[src/rtl/sqt_pkg.sv]
package sqt_pkg;
    // Register addresses, low three address bits only.
    localparam logic [2:0] ADDR_CMD_STATUS = 3'h0;
    localparam logic [2:0] ADDR_CNT_LOW    = 3'h4;
    localparam logic [2:0] ADDR_CNT_HIGH   = 3'h5;
    localparam logic [2:0] ADDR_IRQ_MASK   = 3'h6;
    localparam logic [2:0] ADDR_IRQ_STAT   = 3'h7;
    // Command byte timer field position.
    localparam int CMD_TIMER_LSB = 6;
    // Status byte timer bit.
    localparam int STAT_TIMER_BIT = 6;
    // Count field width and mode field position in the 16-bit word.
    localparam int CNT_W        = 14;
    localparam int MODE_LSB     = 14;
    // Terminal value of the down-counter.
    localparam logic [13:0] CNT_TERMINAL = 14'h0002;
    // Reset values.
    localparam logic [7:0]  RST_BYTE  = 8'h00;
    localparam logic [13:0] RST_COUNT = 14'h0000;
    localparam logic [1:0]  RST_IRQ   = 2'h0;

    // Timer commands.
    typedef enum logic [1:0] {
        SQT_CMD_NOP      = 2'b00,
        SQT_CMD_STOP     = 2'b01,
        SQT_CMD_STOP_TC  = 2'b10,
        SQT_CMD_START    = 2'b11
    } sqt_cmd_t;

    // Output modes.
    typedef enum logic [1:0] {
        SQT_MODE_SQ_ONCE  = 2'b00,
        SQT_MODE_SQ_CONT  = 2'b01,
        SQT_MODE_PLS_ONCE = 2'b10,
        SQT_MODE_PLS_CONT = 2'b11
    } sqt_mode_t;

    // Run state.
    typedef enum logic [1:0] {
        SQT_ST_IDLE = 2'b00,
        SQT_ST_RUN  = 2'b01
    } sqt_state_t;
endpackage

[src/rtl/sqt_timer.sv]
`timescale 1ns/10ps
`default_nettype none
module sqt_timer (
    input  wire logic       sys_clk,
    input  wire logic       rst_n,
    input  wire logic [7:0] addr,
    input  wire logic [7:0] wdata,
    input  wire logic       wr_stb,
    input  wire logic       rd_stb,
    output logic      [7:0] rdata,
    input  wire logic       timer_in,
    output logic            timer_out,
    output logic            irq
);
    // Input pin synchroniser; a pulse counts when stages two and three agree.
    logic [2:0] tin_sync_q;
    logic       tin_level_q;
    logic [2:0] tin_sync_d;
    logic       tin_level_d;
    logic       tin_fall;

    // Counting and control state.
    sqt_pkg::sqt_state_t state_q, state_d;
    logic [13:0] len_q, len_d;           // Written count length, not yet in use.
    logic [1:0]  lmode_q, lmode_d;       // Written mode, not yet in use.
    logic [13:0] cnt_q, cnt_d;           // Live down-counter.
    logic [13:0] alen_q, alen_d;         // Active count length.
    logic [1:0]  amode_q, amode_d;       // Active mode.
    logic        half_q, half_d;         // 0: first (high) half, 1: second half.
    logic        pend_start_q, pend_start_d;
    logic        pend_stop_q, pend_stop_d;
    logic        tout_q, tout_d;
    logic        tc_flag_q, tc_flag_d;   // Status bit six, cleared by status read.
    logic [1:0]  istat_q, istat_d;       // Sticky: bit0 terminal count, bit1 stop.
    logic [1:0]  imask_q, imask_d;
    logic        irq_q, irq_d;
    logic [7:0]  rdata_q, rdata_d;

    // Shared decode terms.
    logic        wr_cmd;
    logic [1:0]  cmd;
    logic        tc_hit;
    logic        ev_tc;
    logic        ev_stop;
    logic [13:0] half_start;

    assign tin_sync_d  = {tin_sync_q[1:0], timer_in};
    assign tin_level_d = (tin_sync_q[2] == tin_sync_q[1]) ? tin_sync_q[2] : tin_level_q;
    // Counting on the falling edge of the filtered input pulse.
    assign tin_fall    = tin_level_q & ~tin_level_d;

    assign wr_cmd = wr_stb && (addr[2:0] == sqt_pkg::ADDR_CMD_STATUS);
    assign cmd    = wdata[sqt_pkg::CMD_TIMER_LSB +: 2];
    assign tc_hit = (state_q == sqt_pkg::SQT_ST_RUN) && tin_fall
                    && (cnt_q <= sqt_pkg::CNT_TERMINAL);

    // Start value of a half: first half of an odd length gets one extra pulse.
    // The counter counts by two; odd first halves start at len+1 so that
    // (len+1)/2 pulses elapse, second half at len-1 giving (len-1)/2.
    function automatic logic [13:0] half_init(input logic [13:0] len, input logic second);
        logic [13:0] v;
        v = len;
        if (len[0]) begin
            v = second ? (len - 14'h0001) : (len + 14'h0001);
        end
        return v;
    endfunction

    assign half_start = half_init(alen_q, 1'b1);

    // Next-state logic for the counter, command decode and software registers.
    always_comb begin
        state_d      = state_q;
        len_d        = len_q;
        lmode_d      = lmode_q;
        cnt_d        = cnt_q;
        alen_d       = alen_q;
        amode_d      = amode_q;
        half_d       = half_q;
        pend_start_d = pend_start_q;
        pend_stop_d  = pend_stop_q;
        tout_d       = tout_q;
        tc_flag_d    = tc_flag_q;
        imask_d      = imask_q;
        ev_tc        = 1'b0;
        ev_stop      = 1'b0;

        // Count length writes only latch; the counter sees them only after a start command.
        if (wr_stb && addr[2:0] == sqt_pkg::ADDR_CNT_LOW) begin
            len_d[7:0] = wdata;
        end
        if (wr_stb && addr[2:0] == sqt_pkg::ADDR_CNT_HIGH) begin
            len_d[13:8] = wdata[5:0];
            lmode_d     = wdata[7:6];
        end
        if (wr_stb && addr[2:0] == sqt_pkg::ADDR_IRQ_MASK) begin
            imask_d = wdata[1:0];
        end

        // Counting: each input pulse while above the terminal value removes two.
        if (state_q == sqt_pkg::SQT_ST_RUN && tin_fall) begin
            if (tc_hit) begin
                // Every mode passes the count twice, so one output cycle takes the
                // programmed number of pulses; only the output shape differs.
                if (!half_q) begin
                    // End of the first half: square goes low, pulse stays high.
                    half_d = 1'b1;
                    tout_d = amode_q[1];
                    cnt_d  = half_start;
                end else begin
                    // Cycle end: square goes high, pulse goes low for one input period.
                    ev_tc  = 1'b1;
                    half_d = 1'b0;
                    tout_d = ~amode_q[1];
                    cnt_d  = half_init(alen_q, 1'b0);
                end
            end else begin
                cnt_d = cnt_q - 14'h0002;
                if (amode_q[1]) begin
                    tout_d = 1'b1;
                end
            end
        end

        // A halted pulse output still ends its low period at the next input fall,
        // so the last terminal-count pulse keeps its full width.
        if (state_q == sqt_pkg::SQT_ST_IDLE && tin_fall && amode_q[1]) begin
            tout_d = 1'b1;
        end

        // Actions at the end of a full output cycle.
        if (ev_tc) begin
            tc_flag_d = 1'b1;
            if (pend_start_q) begin
                pend_start_d = 1'b0;
                pend_stop_d  = 1'b0;
                alen_d       = len_q;
                amode_d      = lmode_q;
                half_d       = 1'b0;
                tout_d       = ~(amode_q[1] & lmode_q[1]); // Keep the pulse only if pulsing on.
                cnt_d        = half_init(len_q, 1'b0);
            end else if (pend_stop_q || amode_q == sqt_pkg::SQT_MODE_SQ_ONCE
                         || amode_q == sqt_pkg::SQT_MODE_PLS_ONCE) begin
                pend_stop_d = 1'b0;
                state_d     = sqt_pkg::SQT_ST_IDLE;
                ev_stop     = 1'b1;
            end
        end

        // Timer commands; all ignored in the idle state except start.
        if (wr_cmd) begin
            case (cmd)
                sqt_pkg::SQT_CMD_STOP: begin
                    if (state_q == sqt_pkg::SQT_ST_RUN) begin
                        state_d      = sqt_pkg::SQT_ST_IDLE;
                        pend_start_d = 1'b0;
                        pend_stop_d  = 1'b0;
                        ev_stop      = 1'b1;
                    end
                end
                sqt_pkg::SQT_CMD_STOP_TC: begin
                    if (state_q == sqt_pkg::SQT_ST_RUN) begin
                        pend_stop_d  = 1'b1;
                        pend_start_d = 1'b0;
                    end
                end
                sqt_pkg::SQT_CMD_START: begin
                    if (state_q == sqt_pkg::SQT_ST_IDLE) begin
                        state_d = sqt_pkg::SQT_ST_RUN;
                        alen_d  = len_q;
                        amode_d = lmode_q;
                        half_d  = 1'b0;
                        tout_d  = 1'b1;
                        cnt_d   = half_init(len_q, 1'b0);
                    end else begin
                        pend_start_d = 1'b1;
                        pend_stop_d  = 1'b0;
                    end
                end
                default: begin
                end
            endcase
        end

        // A status read clears the timer flag unless it is set again now.
        if (rd_stb && addr[2:0] == sqt_pkg::ADDR_CMD_STATUS && !ev_tc) begin
            tc_flag_d = 1'b0;
        end
    end

    // Interrupt status: set wins over write-one-to-clear.
    always_comb begin
        istat_d = istat_q;
        if (wr_stb && addr[2:0] == sqt_pkg::ADDR_IRQ_STAT) begin
            istat_d = istat_q & ~wdata[1:0];
        end
        istat_d = istat_d | {ev_stop, ev_tc};
        irq_d   = |(istat_d & imask_d);
    end

    // Read data: counter word with active mode on top.
    always_comb begin
        rdata_d = rdata_q;
        if (rd_stb) begin
            case (addr[2:0])
                sqt_pkg::ADDR_CMD_STATUS: rdata_d = {1'b0, tc_flag_q, 6'h00};
                sqt_pkg::ADDR_CNT_LOW:    rdata_d = cnt_q[7:0];
                sqt_pkg::ADDR_CNT_HIGH:   rdata_d = {amode_q, cnt_q[13:8]};
                sqt_pkg::ADDR_IRQ_MASK:   rdata_d = {6'h00, imask_q};
                sqt_pkg::ADDR_IRQ_STAT:   rdata_d = {6'h00, istat_q};
                default:                  rdata_d = 8'h00;
            endcase
        end
    end

    // Registers; reset stops the timer but keeps count contents undefined-free.
    always_ff @(posedge sys_clk) begin
        if (!rst_n) begin
            tin_sync_q   <= 3'h0;
            tin_level_q  <= 1'b0;
            state_q      <= sqt_pkg::SQT_ST_IDLE;
            len_q        <= sqt_pkg::RST_COUNT;
            lmode_q      <= 2'h0;
            cnt_q        <= sqt_pkg::RST_COUNT;
            alen_q       <= sqt_pkg::RST_COUNT;
            amode_q      <= 2'h0;
            half_q       <= 1'b0;
            pend_start_q <= 1'b0;
            pend_stop_q  <= 1'b0;
            tout_q       <= 1'b1;
            tc_flag_q    <= 1'b0;
            istat_q      <= sqt_pkg::RST_IRQ;
            imask_q      <= sqt_pkg::RST_IRQ;
            irq_q        <= 1'b0;
            rdata_q      <= sqt_pkg::RST_BYTE;
        end else begin
            tin_sync_q   <= tin_sync_d;
            tin_level_q  <= tin_level_d;
            state_q      <= state_d;
            len_q        <= len_d;
            lmode_q      <= lmode_d;
            cnt_q        <= cnt_d;
            alen_q       <= alen_d;
            amode_q      <= amode_d;
            half_q       <= half_d;
            pend_start_q <= pend_start_d;
            pend_stop_q  <= pend_stop_d;
            tout_q       <= tout_d;
            tc_flag_q    <= tc_flag_d;
            istat_q      <= istat_d;
            imask_q      <= imask_d;
            irq_q        <= irq_d;
            rdata_q      <= rdata_d;
        end
    end

    assign rdata     = rdata_q;
    assign timer_out = tout_q;
    assign irq       = irq_q;

    // Checks on the control sequencing.
    nop_no_effect_a: assert property (@(posedge sys_clk) disable iff (!rst_n)
        (wr_cmd && cmd == sqt_pkg::SQT_CMD_NOP && !tin_fall) |=> $stable(state_q))
        else $error("Null command changed the run state.");
    stop_halts_a: assert property (@(posedge sys_clk) disable iff (!rst_n)
        (wr_cmd && cmd == sqt_pkg::SQT_CMD_STOP) |=> state_q == sqt_pkg::SQT_ST_IDLE)
        else $error("Stop command left the counter running.");
    start_loads_a: assert property (@(posedge sys_clk) disable iff (!rst_n)
        (wr_cmd && cmd == sqt_pkg::SQT_CMD_START && state_q == sqt_pkg::SQT_ST_IDLE)
        |=> (state_q == sqt_pkg::SQT_ST_RUN && alen_q == $past(len_q)))
        else $error("Idle start did not load and run.");
    len_isolated_a: assert property (@(posedge sys_clk) disable iff (!rst_n)
        (!(wr_cmd && cmd == sqt_pkg::SQT_CMD_START) && !pend_start_q) |=> $stable(alen_q))
        else $error("Active length changed without a start.");
    step_two_a: assert property (@(posedge sys_clk) disable iff (!rst_n)
        (state_q == sqt_pkg::SQT_ST_RUN && tin_fall && !tc_hit && !wr_cmd)
        |=> cnt_q == $past(cnt_q) - 14'h0002)
        else $error("Counter did not step by two.");
    reset_idle_a: assert property (@(posedge sys_clk)
        !rst_n |=> state_q == sqt_pkg::SQT_ST_IDLE)
        else $error("Reset did not stop the counter.");
    stop_tc_a: assert property (@(posedge sys_clk) disable iff (!rst_n)
        (ev_tc && pend_stop_q && !pend_start_q && !wr_cmd) |=> state_q == sqt_pkg::SQT_ST_IDLE)
        else $error("Stop after terminal count did not halt.");
    status_bit_a: assert property (@(posedge sys_clk) disable iff (!rst_n)
        (rd_stb && addr[2:0] == sqt_pkg::ADDR_CMD_STATUS) |=> rdata[6] == $past(tc_flag_q))
        else $error("Status bit six does not show the timer flag.");
    pulse_width_a: assert property (@(posedge sys_clk) disable iff (!rst_n)
        (amode_q[1] && !tout_q && tin_fall) |=> tout_q)
        else $error("Terminal count pulse lasted more than one input period.");
endmodule
`default_nettype wire

[config.mk]
export PLATFORM = sky130hd
export DESIGN_NAME = sqt_timer
export DESIGN_NICKNAME = d
export VERILOG_FILES = /design/src/rtl/sqt_pkg.sv /design/src/rtl/sqt_timer.sv
export SDC_FILE = /design/constraint.sdc
export NUM_CORES = 1
export LEC_CHECK = 0
export ABC_AREA = 1
export BUFFER_PORTS_ARGS = -buffer_cell sky130_fd_sc_hd__buf_2
export CAP_MARGIN = 20
export CORE_ASPECT_RATIO = 1.4
export CORE_UTILIZATION = 47
export DETAILED_ROUTE_END_ITERATION = 12
export PLACE_DENSITY = 0.69
export SYNTH_ARGS = -nofsm -noshare
export SYNTH_HDL_FRONTEND = slang
export SYNTH_SLANG_ARGS = --single-unit
[constraint.sdc]
create_clock -name sys_clk -period 2.6 [get_ports sys_clk]
set_clock_uncertainty 0.1 [all_clocks]
set_input_delay 0.65 -clock sys_clk [delete_from_list [all_inputs] [get_ports sys_clk]]
set_output_delay 0.65 -clock sys_clk [all_outputs]
set_load 0.05 [all_outputs]
# [Yosys cells after proc, flatten, opt, wreduce, memory -nomap -nowiden]
# Cells that the tools add are included.
[totals] regBits=70 out_inout_bits=10 word_cells=135
[classes] add_sub_neg=4 order_cmp=1 eq_ne=10 muxes=72 n_bitwise=10 reduce_logical=20
[op_table] operator="$mux 14" n=16
[op_table] operator="$pmux 8 s5" n=1
[op_table] operator="$mux 1" n=39
[op_table] operator="$add 14x1->14 const B" n=2
[op_table] operator="$mux 2" n=13
[op_table] operator="$le 14x2->1 const B" n=1
[op_table] operator="$sub 14x1->14 const B" n=1
[op_table] operator="$sub 14x2->14 const B" n=1
[op_table] operator="$eq 3x3->1 const B" n=4
[op_table] operator="$logic_and 1x1->1" n=11
[op_table] operator="$eq 2x2->1 const B" n=3
[op_table] operator="$reduce_or 2->1" n=3
[op_table] operator="$and 2x2->2" n=2
[op_table] operator="$eq 2x1->1 const B" n=2
[op_table] operator="$logic_not 2->1" n=2
[op_table] operator="$not 1->1" n=4
[op_table] operator="$pmux 2 s2" n=1
[op_table] operator="$logic_not 3->1" n=1
[op_table] operator="$pmux 1 s3" n=1
[op_table] operator="$and 1x1->1" n=2
[op_table] operator="$logic_or 1x1->1" n=2
[op_table] operator="$not 2->2" n=1
[op_table] operator="$or 2x2->2" n=1
[op_table] operator="$pmux 1 s2" n=1
[op_table] operator="2 further kinds" n=2

# [Logic depth before layout (Yosys ltp)]
# Gate-level depths: netlist (run 1).
[depth] depth_word=15 mapped_depth=15

# [Worst setup path after synthesis (run 1)]
# OpenSTA, ideal clock, no wires.
[synth_timing] path_kind="flip-flop to flip-flop" startpoint="register cnt_q[6]" endpoint="register cnt_q[10]" setup_ps=117 arrival_ps=1827 path_slack_ps=555 stages_incl_launch_ff=15 period_less_slack_ps=2045 path_cell_list="dfxtp_1 > nor2_1 > nand2_1 > nor2_2 > nand3_2 > nor2_4 > ha_1 > nand2_4 > inv_4 > nand2_4 > nand2_8 > buf_6 > nand3_1 > nand2_1 > a21oi_1"
[synth_via] elab_chain_cells=9
[synth_rtl] element="from (decl)" line="sqt_timer.sv:26" text="logic [13:0] cnt_q, cnt_d;"
[synth_rtl] element="from (signal assigned)" line="sqt_timer.sv:224" text="cnt_q <= sqt_pkg::RST_COUNT;"
[synth_rtl] element="from (signal assigned)" line="sqt_timer.sv:242" text="cnt_q <= cnt_d;"
[synth_rtl] element="$le 14x2->1" line="sqt_timer.sv:55" text="&& (cnt_q <= sqt_pkg::CNT_TERMINAL);"
[synth_rtl] element="$logic_and 1x1->1" line="sqt_timer.sv:55"
[synth_rtl] element="$mux 14" line="sqt_timer.sv:102" text="if (tc_hit) begin"
[synth_rtl] element="$mux 14" line="sqt_timer.sv:101" text="if (state_q == sqt_pkg::SQT_ST_RUN && tin_fall) begin"
[synth_rtl] element="$mux 14" line="sqt_timer.sv:134" text="if (pend_start_q) begin"
[synth_rtl] element="$mux 14 *" line="sqt_timer.sv:132" text="if (ev_tc) begin"
[synth_rtl] element="$mux 14" line="sqt_timer.sv:168" text="if (state_q == sqt_pkg::SQT_ST_IDLE) begin"
[synth_rtl] element="$mux 14" line="sqt_timer.sv:152" text="case (cmd)"
[synth_rtl] element="$mux 14 *" line="sqt_timer.sv:151" text="if (wr_cmd) begin"
# Every way passes the cells marked *; elsewhere a longest branch is shown, timed or not.
# A chain may end at the register's enable or synchronous reset.

# [Worst setup path after layout (run 1)]
[layout_timing] startpoint="register cnt_q[11]" endpoint="register cnt_q[10]"
[layout_via] elab_chain_cells=9
[layout_rtl] element="$le 14x2->1 *" line="sqt_timer.sv:55"
[layout_rtl] element="$logic_and 1x1->1 *" line="sqt_timer.sv:55"
[layout_rtl] element="$mux 14" line="sqt_timer.sv:102"
[layout_rtl] element="$mux 14" line="sqt_timer.sv:101"
[layout_rtl] element="$mux 14" line="sqt_timer.sv:134"
[layout_rtl] element="$mux 14 *" line="sqt_timer.sv:132"
[layout_rtl] element="$mux 14" line="sqt_timer.sv:168"
[layout_rtl] element="$mux 14" line="sqt_timer.sv:152"
[layout_rtl] element="$mux 14 *" line="sqt_timer.sv:151"
# Marked as above.

==> impl_metrics.json, run 1 <==
{
  "antenna_found_initial": 0,
  "synth_compound_area_share_pct": 20.3,
  "required_ns": 2.72,
  "critPathCaptureType": "flip-flop",
  "post_drt_wl_per_cell_um": 14.9,
  "dr.pass1.iters": 7,
  "postCtsSetupBuffers": 0,
  "synthToLayoutAreaGrowth_pct": 13.2,
  "seq_area_frac_synth_pct": 32.9,
  "numCtsBuffers": 9,
  "syn_inst": 642,
  "critPathKind": "reg -> reg",
  "grt_pass1_wl_mm": 18.8,
  "pre_cts_ws_ns": 0.261,
  "gp_congestion": 0.874,
  "arrival_ns": 2.50,
  "nNetsFinal": 704,
  "cts.sinks": 70,
  "ios": 31,
  "route.vias.total": 4286,
  "synth_largest_area_cell": "dfxtp_1",
  "yosysMostFrequentCell": "nand2_1",
  "viasPerCell": 5.48,
  "synthArstFlopShare_pct": 0,
  "cts_tree": "yes",
  "hold-worst-slack_ns": 0.340,
  "syn_area_per_cell_um2": 6.63,
  "die_y_um": 115,
  "coreArea_mm2": 0.00871,
  "synth-simple-area-share_pct": 30.0,
  "synth_flop_cell": "dfxtp_1",
  "hold_viol": 0,
  "cp-start-kind": "flip-flop",
  "wirelength_mm": 11.7,
  "drive_gt1_share_pct": 13.1,
  "max_freq_mhz": 420,
  "grt_max_degree": 49,
  "worst_slew_pin_slew_ns": 0.502,
  "slew_violations": 0,
  "synth_top_cell_area_share_pct": 32.9,
  "grt_pass1_vias": 3965,
  "synth_area_leaders": "dfxtp_1 (33%), nand2_1 (13%), a21oi_1 (7.3%), inv_1 (7.1%), nor2_1 (5.0%)",
  "synth_fa_ha_area_share_pct": 3.23,
  "finalCriticalPeriod_ns": 2.38,
  "setup_viol": 0,
  "ctsHoldBuffers": 0,
  "ys_ff_latch": 70,
  "post-route-drc-count": 0,
  "hpwl_mm": 9.00,
  "rsz0062_at_grt": "no",
  "tns_ns": 0,
  "slew-limit-headroom_pct": 66.4,
  "overflow": 0,
  "synth_edf_count": 0,
  "ys_top_cells_by_count": "nand2_1 (149), inv_1 (80), dfxtp_1 (70), a21oi_1 (62), nor2_1 (57)",
  "synth.area.mux_share_pct": 0,
  "clockBufferDepth": 2,
  "critPathMaxFanout": 26,
  "first_iter_violations": 372,
  "holdCritPathClass": "reg -> reg",
  "p_per_area_mw_per_mm2": 518,
  "synthXorXnorAreaFrac_pct": 3.09,
  "die-area_mm2": 0.00945,
  "rows": 40,
  "status": "finished clean",
  "ir_drop_v": 0.000437,
  "dp.cells": 766,
  "die_x_um": 82.4,
  "period_share_pct": 91.6,
  "cts-root-buf": "clkbuf_16",
  "insertion_delay_ns": 0.33,
  "worst_slack_ns": 0.219,
  "final_cells": 782,
  "synth_fp_nets": 674,
  "initial_core_util_pct": 48.9,
  "antenna_left": 0,
  "ys_types": 41,
  "clkTransAtPathRegs_ns": 0.06,
  "yosys_warnings": 0,
  "synth.cell_area_mm2": 0.00426,
  "n_antenna_cell": 0,
  "synth_top_family_by_area": "simple AND/OR/NAND/NOR gates",
  "maxCapViolCount": 0,
  "p_leak_nw": 2.15,
  "portBuffers": 25,
  "grt.total_usage_pct": 26.6,
  "cts_resized": 0,
  "cts_max_level": 3
}
==> worst max-delay path, cell delays in order (launching register included) <==
cell     delay (ns)
dfxtp_1        0.31
nor2_1         0.21
o21ai_1        0.10
nor2_1         0.21
nand3_2        0.15
nor2_4         0.12
ha_1           0.20
nand2_4        0.09
inv_4          0.07
nand2_4        0.09
nand2_8        0.16
buf_12         0.19
nand3_1        0.10
nand2_1        0.10
a21oi_1        0.05
==> area by class of cell <==
cell class / instances / area (µm²)
fill: 910 / 3890
clock inverter: 7 / 73.8
sequential: 70 / 1400
timing repair buffer: 41 / 258
multi-input combinational: 465 / 2410
inverter: 85 / 322
tap: 105 / 131
clock buffer: 9 / 225
==> layer usage <==
metal / track usage, % / wire [µm]
met4: 12.0 / 445
met2: 44.9 / 5780
met1: 32.4 / 5070
met3: 4.22 / 359
met5: 0 / 0
==> path summary, 6_finish.rpt <==
kind,start,endpoint,slack [ns],cells after the start
worst max register to register,cnt_q[11]$_SDFF_PN0_,cnt_q[10]$_SDFF_PN0_,0.22,14
worst min register to register,tin_sync_q[0]$_SDFF_PN0_,tin_sync_q[1]$_SDFF_PN0_,0.34,2
worst max-delay path,cnt_q[11]$_SDFF_PN0_,cnt_q[10]$_SDFF_PN0_,0.22,14
worst min-delay path,tin_sync_q[0]$_SDFF_PN0_,tin_sync_q[1]$_SDFF_PN0_,0.34,2
==> power breakdown <==
group / total (mW) / switching [mW] / internal (mW)
registers: 1.10 / 0.0148 / 1.09
clock network: 1.23 / 0.481 / 0.745
logic: 0.168 / 0.115 / 0.0528
==> placed cells by master, fill, tap and decap left out, types with 9 or more instances in the layout <==
master / count
buf_4: 15
nor2_1: 57
o22ai_1: 9
buf_2: 25
o21ai_0: 42
dfxtp_1: 70
o21ai_1: 19
xor2_1: 15
nand2_1: 149
a21oi_2: 12
clkbuf_16: 9
nor3_1: 9
inv_1: 80
nand3_1: 35
nand4_1: 16
a21oi_1: 62
ha_1: 11
==> sequential cells by signal, indices dropped and copies added, names as in the netlist, 2 cells and up <==
signal      flops
alen_q         14
cnt_q          14
len_q          14
rdata           8
tin_sync_q      3
amode_q         2
imask_q         2
istat_q         2
lmode_q         2
state_q         2
==> logic make-up (layout without fill, tap and decap cells) <==
group,count (synthesis),in the layout
xor gates and xnor gates,15,15
and+or+nand+nor,284,284
AOI/OAI and AO/OA,155,155
buffers and inverters,107,142
adders and majority gates,11,11
DFF,70,70
==> metrics by stage <==
stage / area, µm² / utilization (%) / power [mW]
finish: 4820 / 55.4 / 2.50
floorplan: 4260 / - / 1.24
detailed placement: 4520 / 51.9 / 1.29
global route: 4820 / 55.4 / 2.58
global placement: 4520 / 51.9 / 1.29
CTS: 4820 / 55.4 / 2.52
Note: power is estimated with default switching activity, not from simulation.
==> run 2, diff against run 1 <==
--- a/config.mk
+++ b/config.mk
@@ -8,10 +8,13 @@
 export ABC_AREA = 1
 export BUFFER_PORTS_ARGS = -buffer_cell sky130_fd_sc_hd__buf_2
 export CAP_MARGIN = 20
+export CELL_PAD_IN_SITES_DETAIL_PLACEMENT = 1
+export CELL_PAD_IN_SITES_GLOBAL_PLACEMENT = 2
 export CORE_ASPECT_RATIO = 1.4
-export CORE_UTILIZATION = 47
+export CORE_UTILIZATION = 34
 export DETAILED_ROUTE_END_ITERATION = 12
-export PLACE_DENSITY = 0.69
+export GPL_TIMING_DRIVEN = 0
+export PLACE_DENSITY = 0.84
 export SYNTH_ARGS = -nofsm -noshare
 export SYNTH_HDL_FRONTEND = slang
 export SYNTH_SLANG_ARGS = --single-unit
==> run 2 against run 1 <==
Against the previous run: largest power group unchanged; largest cell class unchanged; setup slack worse by 0.095 ns; flip-flop and latch count stayed put; sequential share of layout area is 0.48 points lower; register-to-register slack worse by 0.095 ns.
==> impl_metrics.json, run 2 (synthesized netlist as in run 1, its figures left out) <==
{
  "status": "finished clean",
  "timing.rr.end": "cnt_q[9]$_SDFF_PN0_",
  "pre_cts_ws_ns": -0.189,
  "cts-root-buf": "clkbuf_16",
  "n_antenna_cell": 0,
  "critPathSlowestCell": "dfxtp_1",
  "grt-busiest-layer": "met2",
  "slowest_delay_ns": 0.39,
  "worst_slack_ns": 0.123,
  "p_switching_mw": 0.603,
  "die_y_um": 134,
  "r2r-start": "cnt_q[4]$_SDFF_PN0_",
  "first_iter_violations": 193,
  "numCtsBuffers": 9,
  "hold_viol": 0,
  "cts.sinks": 70,
  "cts_max_level": 3,
  "grt_use_met3_pct": 3.40,
  "post-route-drc-count": 0,
  "fillers": 1644,
  "grt_pass1_wl_mm": 22.5,
  "wirelength_mm": 14.1,
  "slew-limit-headroom_pct": 62.4,
  "clkTransAtPathRegs_ns": 0.06,
  "p_per_area_mw_per_mm2": 533,
  "p_comb_share_pct": 6.8,
  "rows": 48,
  "max_freq_mhz": 404,
  "arrival_ns": 2.58,
  "finalCriticalPeriod_ns": 2.48,
  "mostFrequentLayoutCell": "nand2_1",
  "intPower_mw": 2.01,
  "viasPerCell": 5.21,
  "antenna_found_initial": 0,
  "hpwl_mm": 11.4,
  "gp_congestion": 0.878,
  "grt.total_usage_pct": 23.4,
  "clockBufferDepth": 2,
  "critPathLaunch": "cnt_q[4]$_SDFF_PN0_",
  "largestRegisters": "alen_q (14), cnt_q (14), len_q (14)",
  "ios": 31,
  "holdCritPathClass": "reg -> reg",
  "crit_path_end": "cnt_q[9]$_SDFF_PN0_",
  "die_x_um": 96.6,
  "coreArea_mm2": 0.0123,
  "final_cell_mix": "nand2_1 (149), inv_1 (79), dfxtp_1 (70)",
  "insertion_delay_ns": 0.34,
  "grt_max_degree": 12,
  "power.share.sequential_pct": 42.3,
  "grt_pass1_vias": 4345,
  "hold_start": "tin_sync_q[0]$_SDFF_PN0_",
  "dr.pass1.iters": 5,
  "critPathMaxFanout": 10,
  "die-area_mm2": 0.0130,
  "pwr-share-clk_pct": 50.9,
  "dp.cells": 815,
  "critPathKind": "reg -> reg",
  "ir_drop_v": 0.000255,
  "critPathCaptureType": "flip-flop",
  "antenna_left": 0,
  "worst_slew_pin_slew_ns": 0.563,
  "cp_common_cell": "nand2_4",
  "utilization_pct": 40.0,
  "reg2reg_slack_ns": 0.12,
  "reg2reg_depth": 13,
  "tns_ns": 0,
  "gr-usage-met2_pct": 39.1,
  "cts_tree": "yes",
  "synthToLayoutAreaGrowth_pct": 15.1,
  "nNetsFinal": 709,
  "p_leak_nw": 2.14,
  "portBuffers": 23,
  "path_cells": "nor2_1 > nand2_1 > nor2_2 > nand3_2 > nor2_4 > ha_2 > nand2_4 > inv_4 > nand2_4 > nand2_8 > inv_2 > o21ai_2 > a21oi_1",
  "met1_usage_pct": 28.5,
  "required_ns": 2.71,
  "swShare_pct": 23.1,
  "rsz0062_at_grt": "yes",
  "route.vias.total": 4334,
  "ctsHoldBuffers": 0,
  "slew_violations": 0,
  "cp-start-kind": "flip-flop",
  "period_share_pct": 95.3,
  "maxCapViolCount": 0,
  "post_drt_wl_per_cell_um": 17.0,
  "initial_core_util_pct": 34.8,
  "drive_gt1_share_pct": 12.6,
  "overflow": 0,
  "setup_viol": 0,
  "final_cells": 832
}
run 2: worst max-delay path: cells and delay by family, from the launching register on:
family          cells  cell delay (ns)
compound gates      2             0.33
fa+ha+maj           1             0.24
buf+inv             2             0.20
flops               1             0.39
simple gates        8             1.07
run 2: power by group through the flow:
stage	sequential, mW	combinational (mW)	clock [mW]
3_5_place_dp	1.13	0.178	0
4_1_cts	1.10	0.180	1.37
3_3_place_gp	1.13	0.174	0
2_1_floorplan	1.12	0.112	0
6_report	1.10	0.177	1.33
5_1_grt	1.11	0.199	1.41
run 2: worst min path at each step:
stage | endpoint | slack (ns) | cells after the start
final | tin_sync_q[1]$_SDFF_PN0_ | 0.32 | 2
after global routing | tin_sync_q[1]$_SDFF_PN0_ | 0.37 | 2
after CTS | tin_sync_q[1]$_SDFF_PN0_ | 0.32 | 2
after detailed placement | tin_sync_q[1]$_SDFF_PN0_ | 0.31 | 2
after global placement | tin_sync_q[1]$_SDFF_PN0_ | 0.31 | 2
after floorplan | tin_sync_q[1]$_SDFF_PN0_ | 0.29 | 2
run 2: metal layers:
layer | vias up | share of wire, %
li1 | 2176 | -
met1 | 2072 | 43
met2 | 60 | 51
met3 | 26 | 2.2
met4 | 0 | 3.7
met5 | - | 0
run 2: stage by stage:
stage / hold WS (ns) / area (µm²) / total power, mW
floorplan: 0.290 / 4260 / 1.24
global placement: 0.310 / 4560 / 1.30
detailed placement: 0.308 / 4560 / 1.31
CTS: 0.325 / 4900 / 2.65
global route: 0.366 / 4900 / 2.72
finish: 0.317 / 4900 / 2.61
run 2: final cells by class:
class,count,area [µm²],area share (%)
inverter,85,322,6.56
buffer,22,125,2.55
tap,150,188,3.83
clock buffer,13,250,5.10
multi-input combinational,465,2430,49.5
clock inverter,3,67.6,1.38
sequential,70,1400,28.6
timing repair buffer,24,123,2.50
run 2: repair_timing:
item / in CTS / in global routing
resized for setup: 4 / 3
endpoints found under the hold margin: 0 / 0
pin swaps: 1 / 0
endpoints found under the setup margin: 14 / 12
setup buffers: 1 / 0
==> run 3, diff against run 2 <==
--- a/config.mk
+++ b/config.mk
@@ -15,6 +15,7 @@
 export DETAILED_ROUTE_END_ITERATION = 12
 export GPL_TIMING_DRIVEN = 0
 export PLACE_DENSITY = 0.84
+export RECOVER_POWER = 50
 export SYNTH_ARGS = -nofsm -noshare
 export SYNTH_HDL_FRONTEND = slang
 export SYNTH_SLANG_ARGS = --single-unit
==> run 3 against run 2 <==
Against the previous run: critical path depth is the same; die area is the same; largest cell class unchanged; setup slack lost 0.0017 ns; via count rose by 0.88%; power rose by 0.21%; non-clock buffer count stayed put; utilization shrank 0.13 points; sequential power is essentially flat; sequential share of layout area rose by 0.095 points; cell area shrank 0.33%.
==> impl_metrics.json, run 3 (synthesized netlist as in run 1, its figures left out) <==
{
  "status": "finished clean",
  "critPathKind": "reg -> reg",
  "slowest_delay_ns": 0.39,
  "antenna_found_initial": 0,
  "coreArea_mm2": 0.0123,
  "critPathSlowestCell": "dfxtp_1",
  "first_iter_violations": 181,
  "cts_max_level": 3,
  "multi_input_area_mm2": 0.00243,
  "grt-busiest-layer": "met2",
  "cts_tree": "yes",
  "intPower_mw": 2.01,
  "grt_pass1_wl_mm": 22.5,
  "max_freq_mhz": 403,
  "fillers": 1646,
  "required_ns": 2.71,
  "largestRegisters": "alen_q (14), cnt_q (14), len_q (14)",
  "arrival_ns": 2.59,
  "grt_use_met3_pct": 3.40,
  "die-area_mm2": 0.0130,
  "nNetsFinal": 709,
  "p_per_area_mw_per_mm2": 536,
  "overflow": 0,
  "pwr-share-clk_pct": 51.1,
  "initial_core_util_pct": 34.8,
  "regArea_mm2": 0.00140,
  "gp_congestion": 0.878,
  "rsz0062_at_grt": "yes",
  "p_leak_nw": 2.09,
  "final_area_mm2": 0.00489,
  "met1_usage_pct": 28.5,
  "insertion_delay_ns": 0.34,
  "cp-start-kind": "flip-flop",
  "place_area_mm2": 0.00456,
  "p_switching_mw": 0.610,
  "post_drt_wl_per_cell_um": 17.0,
  "critPathBufInv": 2,
  "cts-root-buf": "clkbuf_16",
  "ir_drop_v": 0.000263,
  "final_cell_mix": "nand2_1 (149), inv_1 (79), dfxtp_1 (70)",
  "synthToLayoutAreaGrowth_pct": 14.8,
  "p_comb_share_pct": 6.7,
  "hold-worst-slack_ns": 0.317,
  "gr-usage-met2_pct": 39.1,
  "rows": 48,
  "antenna_left": 0,
  "critPathMaxFanout": 10,
  "post-route-drc-count": 0,
  "grt_max_degree": 12,
  "clockBufferDepth": 2,
  "maxCapViolCount": 0,
  "grt.total_usage_pct": 23.4,
  "hpwl_mm": 11.4,
  "tns_ns": 0,
  "swShare_pct": 23.3,
  "ios": 31,
  "critPathCaptureType": "flip-flop",
  "viasPerCell": 5.25,
  "slew-limit-headroom_pct": 59.6,
  "critPathTopFamily": "simple AND/OR/NAND/NOR gates",
  "clkTransAtPathRegs_ns": 0.06,
  "mostFrequentLayoutCell": "nand2_1",
  "path_cells": "nor2_1 > nand2_1 > nor2_2 > nand3_2 > nor2_4 > ha_2 > nand2_4 > inv_4 > nand2_4 > nand2_8 > inv_2 > o21ai_2 > a21oi_1",
  "n_antenna_cell": 0,
  "wirelength_mm": 14.1,
  "worst_slew_pin_slew_ns": 0.608,
  "hold_viol": 0,
  "numCtsBuffers": 9,
  "die_y_um": 134,
  "period_share_pct": 95.3,
  "finalCriticalPeriod_ns": 2.48,
  "power.share.sequential_pct": 42.2,
  "drive_gt1_share_pct": 10.7,
  "slew_violations": 0,
  "holdCritPathClass": "reg -> reg",
  "cp_common_cell": "nand2_4",
  "cts.sinks": 70,
  "die_x_um": 96.6,
  "grt_pass1_vias": 4345,
  "ctsHoldBuffers": 0,
  "route.vias.total": 4372,
  "dr.pass1.iters": 4,
  "portBuffers": 23,
  "setup_viol": 0
}
==> run 3: changes by cell type in the layout (fill, tap and decap cells not counted) <==
cell      previous run  this run
buf_1                2         1
clkbuf_1            13        27
buf_2               26        13
==> run 3: what timing repair did <==
item / CTS / global route
setup buffers: 1 / 0
setup endpoints to repair: 14 / 12
gates resized for setup: 4 / 3
hold endpoints to repair: 0 / 0
pin swaps: 1 / 0
==> run 3: power groups by stage <==
stage                     combinational, mW  sequential [mW]  clock (mW)
after CTS                             0.180             1.10        1.37
after floorplan                       0.112             1.12           0
after detailed placement              0.178             1.13           0
final                                 0.177             1.10        1.34
after global placement                0.174             1.13           0
after global routing                  0.199             1.11        1.41
==> run 3: final cells by class <==
class | count | area share [%]
tap | 150 | 3.84
inverter | 85 | 6.58
buffer | 22 | 2.54
timing repair buffer | 24 | 2.20
clock buffer | 13 | 5.12
multi-input combinational | 465 | 49.7
clock inverter | 3 | 1.38
sequential | 70 | 28.7
==> run 3: path summary, 6_finish.rpt <==
| check | from | endpoint | slack, ns | cells past startpoint |
|---|---|---|---|---|
| min reg2reg | tin_sync_q[0]$_SDFF_PN0_ | tin_sync_q[1]$_SDFF_PN0_ | 0.32 | 2 |
| max reg2reg | cnt_q[4]$_SDFF_PN0_ | cnt_q[9]$_SDFF_PN0_ | 0.12 | 13 |
| max | cnt_q[4]$_SDFF_PN0_ | cnt_q[9]$_SDFF_PN0_ | 0.12 | 13 |
| min | tin_sync_q[0]$_SDFF_PN0_ | tin_sync_q[1]$_SDFF_PN0_ | 0.32 | 2 |
==> run 3: per-stage QoR <==
step / cells / power, mW / util [%] / setup WS [ns]
global route: 832 / 2.72 / 39.9 / -0.0130
finish: 832 / 2.62 / 39.9 / 0.122
floorplan: 642 / 1.24 / - / 0.555
global placement: 815 / 1.30 / 37.2 / -0.190
CTS: 832 / 2.65 / 40.0 / 0.0710
detailed placement: 815 / 1.31 / 37.2 / -0.189
==> run 3: tightest hold or removal path, delay by kind of cell (launching register included) <==
| kind | cells | cell delay, ns |
|---|---|---|
| DFF | 1 | 0.30 |
| and+or+nand+nor | 1 | 0.05 |
| buffers and inverters | 1 | 0.04 |
==> run 3: layer usage <==
metal | vias up | wire (µm)
met5 | - | 0
met4 | 0 | 624
met3 | 33 | 328
li1 | 2175 | -
met2 | 69 | 7150
met1 | 2095 | 6040
